<file path="config.mk">
export PLATFORM = sky130hd
export DESIGN_NAME = wdt_timer
export DESIGN_NICKNAME = d
export VERILOG_FILES = /design/src/common/wdt_pkg.sv /design/src/verilog/wdt_prescaler.sv /design/src/verilog/wdt_timer.sv
export SDC_FILE = /design/constraint.sdc
export NUM_CORES = 1
export LEC_CHECK = 0
export BUFFER_PORTS_ARGS = -buffer_cell sky130_fd_sc_hd__clkbuf_2
export CAP_MARGIN = 20
export CORE_ASPECT_RATIO = 0.8
export CORE_MARGIN = 10
export CORE_UTILIZATION = 40
export CTS_BUF_LIST = sky130_fd_sc_hd__clkbuf_4 sky130_fd_sc_hd__clkbuf_8
export CTS_CLUSTER_DIAMETER = 80
export DETAILED_ROUTE_END_ITERATION = 8
export GPL_ROUTABILITY_DRIVEN = 1
export GPL_TIMING_DRIVEN = 0
export PLACE_DENSITY = 0.65
export SYNTH_ARGS = -nofsm -noshare
export SYNTH_HDL_FRONTEND = slang
export SYNTH_SLANG_ARGS = --single-unit
</file>
<file path="constraint.sdc">
create_clock -name i_clk -period 2.5 [get_ports i_clk]
set_clock_uncertainty 0.15 [all_clocks]
set_input_delay 0.25 -clock i_clk [delete_from_list [all_inputs] [get_ports i_clk]]
set_output_delay 0.25 -clock i_clk [all_outputs]
set_load 0.1 [all_outputs]
</file>
<file path="src/common/wdt_pkg.sv">
package wdt_pkg;

    // ------------------------------------------------------------
    // bus and register map
    // ------------------------------------------------------------
    localparam int ADDR_W = 4;
    localparam int DATA_W = 8;
    localparam logic [ADDR_W-1:0] ADDR_CTRL = 4'h0;
    localparam logic [ADDR_W-1:0] ADDR_COUNT = 4'h1;
    localparam logic [ADDR_W-1:0] ADDR_IRQ_STAT = 4'h2;
    localparam logic [ADDR_W-1:0] ADDR_IRQ_EN = 4'h3;
    localparam logic [ADDR_W-1:0] ADDR_IRQ_CLR = 4'h4;

    // ------------------------------------------------------------
    // control register fields
    // ------------------------------------------------------------
    localparam int CTRL_WRAP_BIT = 7;
    localparam int CTRL_MODE_BIT = 6;
    localparam int CTRL_ENABLE_BIT = 5;
    localparam int CTRL_RST_SEL_BIT = 3;
    localparam int CTRL_SEL_HI_BIT = 2;
    localparam int CTRL_SEL_MID_BIT = 1;
    localparam int CTRL_SEL_LO_BIT = 0;
    localparam logic [DATA_W-1:0] CTRL_RESET = 8'h00;
    localparam logic [7:0] COUNT_RESET = 8'h00;
    localparam logic [7:0] COUNT_MAX = 8'hFF;

    // ------------------------------------------------------------
    // interrupt status bits
    // ------------------------------------------------------------
    localparam int IRQ_W = 3;
    localparam int IRQ_INTERVAL_BIT = 0;
    localparam int IRQ_NMI_BIT = 1;
    localparam int IRQ_RESET_BIT = 2;

    // ------------------------------------------------------------
    // prescaler
    // ------------------------------------------------------------
    localparam int PRESC_W = 12;
    localparam logic [PRESC_W-1:0] PRESC_RESET = 12'h000;

    typedef enum logic [2:0] {
        WDT_DIV_2,
        WDT_DIV_32,
        WDT_DIV_64,
        WDT_DIV_128,
        WDT_DIV_256,
        WDT_DIV_512,
        WDT_DIV_2048,
        WDT_DIV_4096
    } wdt_div_t;

    // divide ratio minus one for each select code
    function automatic logic [PRESC_W-1:0] wdt_div_last(input wdt_div_t s);
        case (s)
            WDT_DIV_2: wdt_div_last = 12'h001;
            WDT_DIV_32: wdt_div_last = 12'h01F;
            WDT_DIV_64: wdt_div_last = 12'h03F;
            WDT_DIV_128: wdt_div_last = 12'h07F;
            WDT_DIV_256: wdt_div_last = 12'h0FF;
            WDT_DIV_512: wdt_div_last = 12'h1FF;
            WDT_DIV_2048: wdt_div_last = 12'h7FF;
            default: wdt_div_last = 12'hFFF;
        endcase
    endfunction

endpackage

</file>
<file path="src/verilog/wdt_prescaler.sv">
`timescale 1ns/1ns
module wdt_prescaler (
    // clock and reset
    input wire logic i_clk,
    input wire logic i_rst,
    // control
    input wire logic i_run,
    input wire wdt_pkg::wdt_div_t i_sel,
    // tick
    output logic o_tick
);
    import wdt_pkg::*;

    logic [PRESC_W-1:0] div_reg;
    logic [PRESC_W-1:0] div_next;
    logic [PRESC_W-1:0] div_last;
    logic div_hit;

    assign div_last = wdt_div_last(i_sel);
    // >= guards against a ratio lowered while counting
    assign div_hit = (div_reg >= div_last);
    assign div_next = (!i_run || div_hit) ? PRESC_RESET
                                           : div_reg + 12'h001;
    assign o_tick = i_run && div_hit;

    always_ff @(posedge i_clk) begin
        if (i_rst) begin
            div_reg <= PRESC_RESET;
        end else begin
            div_reg <= div_next;
        end
    end

    a_tick_gap: assert property (
        @(posedge i_clk) disable iff (i_rst)
        o_tick |=> !o_tick)
        else $error("prescaler ticks on two cycles in a row");
endmodule

</file>
<file path="src/verilog/wdt_timer.sv">
// Strobed register access and the placing of the registers were decided locally.
`timescale 1ns/1ns
module wdt_timer (
    // clock and reset
    input wire logic i_clk,
    input wire logic i_rst,
    // register port
    input wire logic [wdt_pkg::ADDR_W-1:0] i_addr,
    input wire logic [wdt_pkg::DATA_W-1:0] i_wdata,
    input wire logic i_wr,
    input wire logic i_rd,
    output logic [wdt_pkg::DATA_W-1:0] o_rdata,
    // requests
    output logic o_irq,
    output logic o_nmi_req,
    output logic o_reset_req
);
    import wdt_pkg::*;

    // ------------------------------------------------------------
    // register decode
    // ------------------------------------------------------------
    wire wr_ctrl = i_wr && (i_addr == ADDR_CTRL);
    wire rd_ctrl = i_rd && (i_addr == ADDR_CTRL);
    wire wr_count = i_wr && (i_addr == ADDR_COUNT);
    wire wr_en = i_wr && (i_addr == ADDR_IRQ_EN);
    wire wr_clr = i_wr && (i_addr == ADDR_IRQ_CLR);

    logic mode_reg;
    logic enable_reg;
    logic rst_sel_reg;
    logic [2:0] sel_reg;
    logic wrap_reg;
    logic wrap_armed_reg;
    logic [7:0] count_reg;
    logic [IRQ_W-1:0] stat_reg;
    logic [IRQ_W-1:0] irq_en_reg;
    logic [DATA_W-1:0] rdata_reg;
    logic nmi_reg;
    logic reset_reg;

    // ------------------------------------------------------------
    // prescaler and counter
    // ------------------------------------------------------------
    logic tick;

    wdt_prescaler u_presc (
        .i_clk(i_clk),
        .i_rst(i_rst),
        .i_run(enable_reg),
        .i_sel(wdt_div_t'(sel_reg)),
        .o_tick(tick)
    );

    // a count write in the same cycle wins, so no wrap happens then
    wire overflow = tick && (count_reg == COUNT_MAX) && !wr_count;
    logic [7:0] count_next;
    // a software write to the count wins over a tick in the same cycle
    assign count_next = !enable_reg ? COUNT_RESET :
                        wr_count ? i_wdata :
                        tick ? count_reg + 8'h01 :
                        count_reg;

    always_ff @(posedge i_clk) begin
        if (i_rst) begin
            count_reg <= COUNT_RESET;
        end else begin
            count_reg <= count_next;
        end
    end

    // ------------------------------------------------------------
    // control register and wrap flag
    // ------------------------------------------------------------
    // clear needs a read that saw the flag at one first
    wire wrap_clear = wr_ctrl && wrap_armed_reg &&
                      !i_wdata[CTRL_WRAP_BIT];
    logic wrap_next;
    assign wrap_next = overflow ? 1'b1 :
                       wrap_clear ? 1'b0 : wrap_reg;
    logic armed_next;
    assign armed_next = (rd_ctrl && wrap_reg) ? 1'b1 :
                        (wrap_clear || !wrap_reg) ? 1'b0 :
                        wrap_armed_reg;

    always_ff @(posedge i_clk) begin
        if (i_rst) begin
            mode_reg <= CTRL_RESET[CTRL_MODE_BIT];
            enable_reg <= CTRL_RESET[CTRL_ENABLE_BIT];
            rst_sel_reg <= CTRL_RESET[CTRL_RST_SEL_BIT];
            sel_reg <= CTRL_RESET[CTRL_SEL_HI_BIT:CTRL_SEL_LO_BIT];
            wrap_reg <= CTRL_RESET[CTRL_WRAP_BIT];
            wrap_armed_reg <= 1'b0;
        end else begin
            if (wr_ctrl) begin
                mode_reg <= i_wdata[CTRL_MODE_BIT];
                enable_reg <= i_wdata[CTRL_ENABLE_BIT];
                rst_sel_reg <= i_wdata[CTRL_RST_SEL_BIT];
                sel_reg <= i_wdata[CTRL_SEL_HI_BIT:CTRL_SEL_LO_BIT];
            end
            wrap_reg <= wrap_next;
            wrap_armed_reg <= armed_next;
        end
    end

    // ------------------------------------------------------------
    // overflow requests
    // ------------------------------------------------------------
    wire ovf_interval = overflow && !mode_reg;
    wire ovf_nmi = overflow && mode_reg && !rst_sel_reg;
    wire ovf_reset = overflow && mode_reg && rst_sel_reg;

    logic [IRQ_W-1:0] ev;
    assign ev = {ovf_reset, ovf_nmi, ovf_interval};
    logic [IRQ_W-1:0] stat_next;
    // a new event beats a clear written in the same cycle
    assign stat_next = ev | (stat_reg & ~(wr_clr ? i_wdata[IRQ_W-1:0]
                                                 : {IRQ_W{1'b0}}));

    always_ff @(posedge i_clk) begin
        if (i_rst) begin
            stat_reg <= {IRQ_W{1'b0}};
            irq_en_reg <= {IRQ_W{1'b0}};
            nmi_reg <= 1'b0;
            reset_reg <= 1'b0;
        end else begin
            stat_reg <= stat_next;
            if (wr_en) begin
                irq_en_reg <= i_wdata[IRQ_W-1:0];
            end
            nmi_reg <= ovf_nmi;
            reset_reg <= ovf_reset;
        end
    end

    assign o_irq = |(stat_reg & irq_en_reg);
    assign o_nmi_req = nmi_reg;
    assign o_reset_req = reset_reg;

    // ------------------------------------------------------------
    // read data, one cycle after the strobe
    // ------------------------------------------------------------
    logic [DATA_W-1:0] ctrl_view;
    assign ctrl_view = {wrap_reg, mode_reg, enable_reg, 1'b0,
                        rst_sel_reg, sel_reg};
    logic [DATA_W-1:0] rd_mux;
    assign rd_mux = (i_addr == ADDR_CTRL) ? ctrl_view :
                    (i_addr == ADDR_COUNT) ? count_reg :
                    (i_addr == ADDR_IRQ_STAT) ? {5'h00, stat_reg} :
                    (i_addr == ADDR_IRQ_EN) ? {5'h00, irq_en_reg} :
                    8'h00;

    always_ff @(posedge i_clk) begin
        if (i_rst) begin
            rdata_reg <= 8'h00;
        end else begin
            rdata_reg <= i_rd ? rd_mux : 8'h00;
        end
    end
    assign o_rdata = rdata_reg;

    // ------------------------------------------------------------
    // checks
    // ------------------------------------------------------------
    // cycles since the last tick; a control write restarts the watch
    logic [PRESC_W:0] gap_reg;
    logic [PRESC_W:0] gap_next;
    logic gap_valid_reg;
    logic gap_valid_next;

    // ratios kept apart from the prescaler's own table on purpose
    function automatic logic [PRESC_W:0] div_ratio(input logic [2:0] s);
        case (s)
            3'h0: div_ratio = 13'h0002;
            3'h1: div_ratio = 13'h0020;
            3'h2: div_ratio = 13'h0040;
            3'h3: div_ratio = 13'h0080;
            3'h4: div_ratio = 13'h0100;
            3'h5: div_ratio = 13'h0200;
            3'h6: div_ratio = 13'h0800;
            default: div_ratio = 13'h1000;
        endcase
    endfunction

    assign gap_next = (!enable_reg || tick) ? {(PRESC_W+1){1'b0}}
                                            : gap_reg + 13'h0001;
    assign gap_valid_next = (!enable_reg || wr_ctrl) ? 1'b0 :
                            tick ? 1'b1 : gap_valid_reg;

    always_ff @(posedge i_clk) begin
        if (i_rst) begin
            gap_reg <= {(PRESC_W+1){1'b0}};
            gap_valid_reg <= 1'b0;
        end else begin
            gap_reg <= gap_next;
            gap_valid_reg <= gap_valid_next;
        end
    end

    // ------------------------------------------------------------
    // counter and prescaler properties
    // ------------------------------------------------------------
    a_tick_period: assert property (
        @(posedge i_clk) disable iff (i_rst)
        tick && gap_valid_reg |-> gap_reg + 13'h0001 == div_ratio(sel_reg))
        else $error("tick spacing differs from the selected ratio");

    a_div2_rate: assert property (
        @(posedge i_clk) disable iff (i_rst)
        tick && sel_reg == 3'h0 && enable_reg && !wr_ctrl ##1 !wr_ctrl
        |-> !tick ##1 tick)
        else $error("divide by two tick spacing wrong");

    a_held_zero: assert property (
        @(posedge i_clk) disable iff (i_rst)
        !enable_reg |=> count_reg == COUNT_RESET)
        else $error("counter not held at zero while disabled");

    a_no_tick_off: assert property (
        @(posedge i_clk) disable iff (i_rst)
        !enable_reg |-> !tick && !overflow)
        else $error("tick or overflow while disabled");

    a_count_step: assert property (
        @(posedge i_clk) disable iff (i_rst)
        enable_reg && tick && !wr_ctrl && !wr_count
        |=> count_reg == $past(count_reg) + 8'h01)
        else $error("counter did not step by one");

    a_count_hold: assert property (
        @(posedge i_clk) disable iff (i_rst)
        enable_reg && !tick && !wr_ctrl && !wr_count
        |=> $stable(count_reg))
        else $error("counter moved without a tick");

    a_count_load: assert property (
        @(posedge i_clk) disable iff (i_rst)
        enable_reg && wr_count |=> count_reg == $past(i_wdata))
        else $error("count write while running not loaded");

    // ------------------------------------------------------------
    // wrap flag properties
    // ------------------------------------------------------------
    a_wrap_set: assert property (
        @(posedge i_clk) disable iff (i_rst)
        overflow |=> wrap_reg && count_reg == COUNT_RESET)
        else $error("wrap flag not set on overflow");

    a_wrap_spurious: assert property (
        @(posedge i_clk) disable iff (i_rst)
        !wrap_reg && !overflow |=> !wrap_reg)
        else $error("wrap flag set without an overflow");

    a_wrap_noread: assert property (
        @(posedge i_clk) disable iff (i_rst)
        wrap_reg && !wrap_armed_reg && !rd_ctrl |=> wrap_reg)
        else $error("wrap flag cleared without a prior read");

    a_wrap_clear: assert property (
        @(posedge i_clk) disable iff (i_rst)
        wrap_reg && rd_ctrl ##1 !overflow ##[0:1] (wr_ctrl
        && !i_wdata[CTRL_WRAP_BIT] && !overflow) |=> !wrap_reg)
        else $error("wrap flag not cleared by read then zero write");

    a_wrap_armed: assert property (
        @(posedge i_clk) disable iff (i_rst)
        wrap_armed_reg |-> wrap_reg)
        else $error("clear armed while the wrap flag is low");

    a_wrap_read: assert property (
        @(posedge i_clk) disable iff (i_rst)
        rd_ctrl |=> o_rdata[CTRL_WRAP_BIT] == $past(wrap_reg))
        else $error("control read does not show the wrap flag");

    // ------------------------------------------------------------
    // request properties
    // ------------------------------------------------------------
    a_interval_req: assert property (
        @(posedge i_clk) disable iff (i_rst)
        overflow && !mode_reg |=> stat_reg[IRQ_INTERVAL_BIT]
        && !o_nmi_req && !o_reset_req)
        else $error("interval overflow request wrong");

    a_stat_sticky: assert property (
        @(posedge i_clk) disable iff (i_rst)
        !wr_clr |=> (stat_reg & $past(stat_reg)) == $past(stat_reg))
        else $error("status bit fell without a clear");

    a_irq_level: assert property (
        @(posedge i_clk) disable iff (i_rst)
        stat_reg[IRQ_INTERVAL_BIT] && irq_en_reg[IRQ_INTERVAL_BIT]
        |-> o_irq)
        else $error("enabled interval status without interrupt");

    a_irq_masked: assert property (
        @(posedge i_clk) disable iff (i_rst)
        irq_en_reg == {IRQ_W{1'b0}} |-> !o_irq)
        else $error("interrupt raised with all sources masked");

    a_wdt_nmi: assert property (
        @(posedge i_clk) disable iff (i_rst)
        overflow && mode_reg && !rst_sel_reg |=> o_nmi_req
        && !o_reset_req)
        else $error("watchdog nmi request wrong");

    a_nmi_stat: assert property (
        @(posedge i_clk) disable iff (i_rst)
        ovf_nmi |=> stat_reg[IRQ_NMI_BIT])
        else $error("nmi status not set on watchdog overflow");

    a_nmi_pulse: assert property (
        @(posedge i_clk) disable iff (i_rst)
        o_nmi_req |=> !o_nmi_req)
        else $error("nmi request longer than one cycle");

    a_wdt_reset: assert property (
        @(posedge i_clk) disable iff (i_rst)
        overflow && mode_reg && rst_sel_reg |=> o_reset_req
        && !o_nmi_req)
        else $error("watchdog reset request wrong");

    a_reset_stat: assert property (
        @(posedge i_clk) disable iff (i_rst)
        ovf_reset |=> stat_reg[IRQ_RESET_BIT])
        else $error("reset status not set on watchdog overflow");

    a_reset_pulse: assert property (
        @(posedge i_clk) disable iff (i_rst)
        o_reset_req |=> !o_reset_req)
        else $error("reset request longer than one cycle");

    c_interval: cover property (@(posedge i_clk) disable iff (i_rst)
        ovf_interval);
    c_nmi: cover property (@(posedge i_clk) disable iff (i_rst)
        ovf_nmi);
    c_reset: cover property (@(posedge i_clk) disable iff (i_rst)
        ovf_reset);
    c_wrap_clr: cover property (@(posedge i_clk) disable iff (i_rst)
        wrap_clear && wrap_reg);
    c_slow_tick: cover property (@(posedge i_clk) disable iff (i_rst)
        tick && sel_reg == 3'h7);
endmodule

</file>
==> results of run 1 <==
synth_stat cells, drive strengths merged, types with 2 or more instances:
| cell | n | area, um2 |
|---|---|---|
| a2111oi | 4 | 66.3 |
| a21oi | 16 | 80.1 |
| a22oi | 2 | 20.0 |
| a31o | 2 | 17.5 |
| and3 | 7 | 43.8 |
| and4b | 2 | 20.0 |
| buf | 7 | 41.3 |
| dfxtp | 44 | 881 |
| ha | 13 | 163 |
| inv | 11 | 41.3 |
| mux2i | 13 | 130 |
| mux4 | 3 | 67.6 |
| nand2 | 18 | 67.6 |
| nand3 | 16 | 85.1 |
| nand4 | 12 | 90.1 |
| nor2 | 40 | 160 |
| nor2b | 3 | 18.8 |
| nor3 | 4 | 25.0 |
| o211ai | 2 | 15.0 |
| o21ai | 7 | 38.8 |
| o221ai | 3 | 26.3 |
| or3 | 3 | 18.8 |
| xnor2 | 6 | 52.6 |
| xor2 | 4 | 35.0 |
path summary, 6_finish.rpt:
| path | start | end | slack (ns) | depth (start not counted) |
|---|---|---|---|---|
| max | sel_reg[1] | count_reg[4] | 0.06 | 8 |
| min | i_wdata[5] | enable_reg | 0.06 | 3 |
| max reg2reg | sel_reg[1] | count_reg[4] | 0.06 | 8 |
| min reg2reg | u_presc.div_reg[0] | u_presc.div_reg[0] | 0.32 | 1 |
cells by family after synthesis:
| group | Yosys count |
|---|---|
| multiplexers | 16 |
| buffers and inverters | 19 |
| AO/OA/AOI/OAI | 45 |
| XOR/XNOR | 10 |
| flip-flops | 44 |
| AND/OR/NAND/NOR | 113 |
| adder cells (fa/ha/maj) | 13 |
metrics by stage:
stage | instance area (um2) | total power [W] | hold WS (ns) | util [%]
finish | 2760 | 0.00131 | 0.0617 | 49.4
global route | 2760 | 0.00137 | 0.0829 | 49.4
CTS | 2710 | 0.00133 | 0.0622 | 48.4
detailed placement | 2580 | 0.000781 | 0.304 | 46.2
global placement | 2580 | 0.000780 | 0.301 | 46.2
floorplan | 2360 | 0.000753 | 0.233 | -
where the power goes:
part | switching (W) | internal [W]
clock network | 0.000240 | 0.000308
logic | 0.0000380 | 0.0000234
registers | 0.00000284 | 0.000701
total | 0.000281 | 0.00103
final cells by class:
cell class	count	area, um2
clock buffer	6	76.3
multi-input combinational	197	1430
timing repair buffer	29	155
inverter	11	41.3
fill	544	2830
clock inverter	2	35.0
tap	78	97.6
sequential	44	887
buffer	7	41.3
metal layers:
| layer | track usage (%) | wire, um | vias up |
|---|---|---|---|
| li1 | - | - | 1025 |
| met1 | 17.5 | 2810 | 983 |
| met2 | 18.7 | 2660 | 73 |
| met3 | 3.49 | 465 | 4 |
| met4 | 2.45 | 32 | 0 |
| met5 | 0 | 0 | - |
repair_timing:
action                     CTS  global route
setup endpoints to repair   24            23
setup buffers                1             3
hold buffers                 0             0
pin swaps                    1             1
resized for setup            4             8
hold endpoints to repair     0             0
worst reg2reg max path: cells and delay by family, from the launching register on:
| kind | cells | cell delay [ns] |
|---|---|---|
| AO/OA/AOI/OAI | 3 | 0.88 |
| adder cells (fa/ha/maj) | 1 | 0.37 |
| buffers and inverters | 1 | 0.20 |
| flip-flops | 1 | 0.42 |
| AND/OR/NAND/NOR | 3 | 0.33 |
==> reports/metrics.csv, run 1 <==
metric,value,unit
result of the run,finished clean,
element type at the critical path end,register,
main combinational cell family by area after synthesis,simple AND/OR/NAND/NOR gates,
worst ir drop on vdd,279,uV
PnR worst setup slack,0.0589,ns
initial antenna violation count,0,
sum of net half-perimeters after detailed placement,4400,um
post-placement setup slack,-0.253,ns
Setup TNS Final,0,ns
die area,9380,um2
cell chain of the critical path,nand3_1 > ha_1 > nand2_1 > o21ai_1 > a22oi_2 > buf_4 > and2_4 > a2111oi_2,
Die Y,88.6,um
initial core utilization,42.2,%
Placed Cells,363,
"Clk Latency, worst-skew pair",0.29,ns
final cell count without fillers,374,
relative area change from synthesis to final layout,17.2,%
fraction of final layout cells with drive strength greater than 1,23.0,%
CP max-delay cell,dfxtp_2,
class of the worst hold path,primary input to register,
master cell of the clock root buffer,clkbuf_8,
simple-gate portion of the synthesized area,25.5,%
#FFs+latches synth,44,
GRT Util Overall,12.5,%
"synthesized-area fraction occupied by ao, oa, aoi and oai cells",14.4,%
GR Overflow Total,0,
number of vias per cell,5.57,
vias in the first global route,1961,
areal power density over the cells,476,nW/um2
core box area,5590,um2
highest-count cells in the layout ignoring fill and taps,"dfxtp_1, nor2_1, clkbuf_2",
Die W,106,um
IO Pins,27,
largest net degree at the start of global routing,14,
Max Fclk,0.410,GHz
shortest clock period the worst path allows after layout,2.44,ns
final wirelength,5960,um
final hold viol count,0,
kind of start point of the critical path,register,
wire length of the first global-routing pass,9650,um
Iteration-0 DRC Markers,167,
share of cell area taken by muxes after synthesis,8.39,%
relative slew slack,63.7,%
Slowest Stage Delay on Critical Path,0.42,ns
Mapped Area,2360,um2
number of synthesized flops with an enable pin,0,
Slew @ Worst Pin,0.546,ns
max FFs per register,12,
maximum fanout encountered on the critical timing path,8,
area share of fa/ha/maj cells after synthesis,6.90,%
endpoint arrival time on the critical path,2.49,ns
total CTS buffers,5,
number of rows in the core area,24,
post-route ant nets,0,
total via count after detailed routing,2085,
share of the clock period used by the worst path after layout,97.6,%
average instance area after synthesis,9.06,um2
post-detailed-route wirelength per cell,15.9,um
Antenna diodes,0,
LEAKAGE,1.09,nW
most used flip-flop cell after synthesis,dfxtp_1,
"Buf+Inv Stages, Crit Path",1,
maximum root-to-sink buffer count,2,
proportion of register bits with asynchronous set or reset after synthesis,0,%
RSZ-0062 raised after global routing,true,
total of endpoints with negative setup slack in the final report,0,
cell count after synthesis,260,
warnings from Yosys,0,
path type of the worst setup path,register to register,
share of the synthesized netlist area taken by xor and xnor gates,3.72,%
distinct cell type count after synthesis,53,
DR DRC count,0,
"CTS clk-pin slew, worst paths",0.08,ns
RD Place Congestion,0.894,
post-synth net total,289,
MaxCap Viol Count,0,
TritonCTS clock tree,done,
total iterations of the first detailed-routing run,5,
number of nets in the final layout,324,
"leading cell type in the layout, fill and taps excluded",dfxtp_1,
Port-buffer cells,25,
WP data required,2.55,ns
final-report max-slew violation count,0,
level count of the clock H-tree,2,
sequential share of the synthesized area,37.4,%
gate family responsible for the most delay along the worst path,compound AO/OA/AOI/OAI gates,
clock tree sinks,44,
Power figures use the tool's default switching activity.
==> run 2, diff against run 1 <==
Settings changed: CORE_MARGIN 10 to unset, SYNTH_HIERARCHICAL set to 1.
==> run 2 against run 1 <==
  * The flow now finishes with violations (negative setup slack)
  * Critical endpoint is now count_reg[7]
  * Wire length decreased by 6.8%
  * Highest routed layer unchanged
  * Final area up 3.2%
  * Largest power group unchanged
  * Register-to-register slack worse by 0.07 ns
==> reports/metrics.csv, run 2 <==
metric,value,unit,change
core box area,5530,um2,-1.1%
Port-buffer cells,23,,-8.0%
most used flip-flop cell after synthesis,dfxtp_1,,
relative slew slack,59.0,%,-4.8 points
largest area contributor in the netlist,dfxtp_1,,
GR Overflow Total,0,,unchanged
final-report max-slew violation count,0,,unchanged
result of the run,"complete, but fails checks",,
shortest clock period the worst path allows after layout,2.51,ns,+0.0689 ns
WP data required,2.56,ns,about the same
class of the worst hold path,primary input to register,,
CP max-delay cell,or4_4,,
total of endpoints with negative setup slack in the final report,2,,+2
sequential share of the synthesized area,37.7,%,+0.36 points
Layout Utilization,51.5,%,+2.1 points
maximum root-to-sink buffer count,2,,unchanged
LEAKAGE,0.987,nW,-9.6%
vias in the first global route,1868,,-4.7%
#FFs+latches synth,44,,unchanged
fraction of final layout cells with drive strength greater than 1,29.6,%,+6.7 points
Iteration-0 DRC Markers,212,,+27%
cell count after synthesis,255,,-1.9%
clock tree sinks,44,,unchanged
maximum fanout encountered on the critical timing path,5,,-3
post-synth net total,284,,-1.7%
average instance area after synthesis,9.15,um2,+0.99%
area share of the leading cell type in the synthesized netlist,37.7,%,+0.36 points
RSZ-0062 raised after global routing,true,,
path type of the worst setup path,register to register,,
Die W,87.4,um,-17%
endpoint arrival time on the critical path,2.57,ns,+0.08 ns
"Clk Latency, worst-skew pair",0.30,ns,about the same
number of synthesized flops with an enable pin,0,,unchanged
most numerous cell types in the synthesized netlist,"dfxtp_1, a21oi_1, nand2_1",,
areal power density over the cells,430,nW/um2,-9.6%
worst reg2reg setup slack,-0.01,ns,-0.07 ns
level count of the clock H-tree,2,,unchanged
post-route ant nets,0,,unchanged
total CTS buffers,5,,unchanged
element type at the critical path end,register,,
DR DRC count,0,,unchanged
"CTS clk-pin slew, worst paths",0.08,ns,about the same
die area,6150,um2,-34%
initial core utilization,42.2,%,+0.051 points
relative area change from synthesis to final layout,22.0,%,
"leading cell type in the layout, fill and taps excluded",dfxtp_1,,
highest-count cells in the layout ignoring fill and taps,"dfxtp_1, clkbuf_2, a21oi_1",,
Slowest Stage Delay on Critical Path,0.44,ns,+0.02 ns
master cell of the clock root buffer,clkbuf_8,,
cell chain of the critical path,buf_12 > nor3_4 > ha_1 > a21oi_1 > o21a_1 > o2bb2ai_2 > o21a_4 > nand4_4 > or4_4 > a311oi_2,,
Mapped Area,2330,um2,-0.96%
total via count after detailed routing,2080,,-0.24%
number of rows in the core area,24,,unchanged
MaxCap Viol Count,0,,unchanged
Slew @ Worst Pin,0.607,ns,+0.0606 ns
Setup TNS Final,-0.0179,ns,-0.0179 ns
total iterations of the first detailed-routing run,4,,-1
cells taking the most area after synthesis,"dfxtp_1, ha_1, nor3_2",,
met2 track utilization from global routing,26.5,%,+7.8 points
PnR worst setup slack,-0.00993,ns,-0.0689 ns
post-detailed-route wirelength per cell,14.8,um,-7.1%
share of the clock period used by the worst path after layout,100,%,+2.8 points
final wirelength,5560,um,-6.8%
max FFs per register,12,,unchanged
TritonCTS clock tree,done,,
Max Fclk,0.398,GHz,-2.7%
number of vias per cell,5.55,,-0.51%
Antenna diodes,0,,unchanged
warnings from Yosys,6,,+6
proportion of register bits with asynchronous set or reset after synthesis,0,%,unchanged
failing checks,negative setup slack,,
number of nets in the final layout,326,,+0.62%
distinct cell type count after synthesis,50,,-5.7%
largest net degree at the start of global routing,13,,-1
busiest grt layer,met1,,
wire length of the first global-routing pass,9240,um,-4.3%
kind of start point of the critical path,register,,
hold buffer count at CTS,0,,unchanged
Die Y,70.3,um,-21%
initial antenna violation count,0,,unchanged
fraction of met3 tracks used by global routing,3.55,%,+0.060 points
sum of net half-perimeters after detailed placement,3980,um,-9.4%
worst ir drop on vdd,220,uV,-21%
final hold viol count,0,,unchanged
most used standard cell by instance count after synthesis,dfxtp_1,,
IO Pins,27,,unchanged
GR Util met1,30.5,%,+13 points
GRT Util Overall,19.4,%,+6.9 points
RD Place Congestion,0.920,,+2.9%
## run 2: cell types whose count changed after synthesis, sizes merged, moves of 4 or more
cell     previous run  this run
a211oi              1         8
nor3                4        23
a2111oi             4         0
mux2i              13         4
and3                7         0
o21ai               7        17
nand4              12         5
xnor2               6        11
nor2               40        12
## run 2: logic make-up (layout without fill, tap and decap cells)
| logic type | Yosys count | count (layout) | synth area share, % |
|---|---|---|---|
| XOR/XNOR | 14 | 14 | 5.25 |
| AO/OA/AOI/OAI | 66 | 66 | 18.8 |
| AND/OR/NAND/NOR | 90 | 90 | 24.3 |
| flip-flops | 44 | 44 | 37.7 |
| adder cells (fa/ha/maj) | 13 | 13 | 6.97 |
| multiplexers | 4 | 4 | 1.72 |
| buffers and inverters | 24 | 66 | 5.20 |
## run 2: routing by layer
metal  up-vias  routed length, um
li1       1039                  -
met1       965               2750
met2        69               2310
met3         7                440
met4         0                 51
met5         -                  0
## run 2: timing repair
action,in CTS,in global routing
buffers inserted,10,2
gates resized for setup,10,8
hold endpoints to repair,0,0
setup endpoints to repair,9,10
pin swaps,10,7
## run 2: path summary, 6_finish.rpt
path,start,end,depth (start not counted)
hold / removal,i_addr[0],o_rdata[1],2
hold reg to reg,wrap_reg,wrap_armed_reg,2
setup reg to reg,sel_reg[2],count_reg[7],10
setup / recovery,sel_reg[2],count_reg[7],10
## run 2: critical path: cells and delay by family, from the launching register on
family                     cells  cell delay (ns)
AOI/OAI and AO/OA              5             0.82
adders and majority gates      1             0.19
buffers and inverters          1             0.13
DFF                            1             0.38
and+or+nand+nor                3             0.75
## run 2: power breakdown
| group | internal [W] | switching, W | total (W) |
|---|---|---|---|
| Combinational | 0.0000291 | 0.0000588 | 0.0000879 |
| Sequential | 0.000700 | 0.00000334 | 0.000703 |
| Clock | 0.000201 | 0.000232 | 0.000433 |
| Total | 0.000930 | 0.000294 | 0.00122 |
## run 2: stage by stage
| stage | worst slack (ns) | area, um2 | std cells | total power, W | hold slack [ns] |
|---|---|---|---|---|---|
| floorplan | 0.000422 | 2370 | 255 | 0.000769 | 0.231 |
| global placement | -0.205 | 2580 | 356 | 0.000800 | 0.300 |
| detailed placement | -0.234 | 2580 | 356 | 0.000801 | 0.312 |
| CTS | -0.0502 | 2790 | 373 | 0.00123 | 0.0402 |
| global route | -0.137 | 2850 | 375 | 0.00128 | 0.0390 |
| finish | -0.00993 | 2850 | 375 | 0.00122 | 0.0424 |
## run 2: cell type report
type / instances / area (um2)
clock buffers: 6 / 76.3
flip-flops and latches: 44 / 892
well taps: 78 / 97.6
inverters: 12 / 45.0
plain buffers: 12 / 76.3
clock inverters: 1 / 5.00
fillers: 534 / 2680
repair buffers: 35 / 225
multi-input cells: 187 / 1430
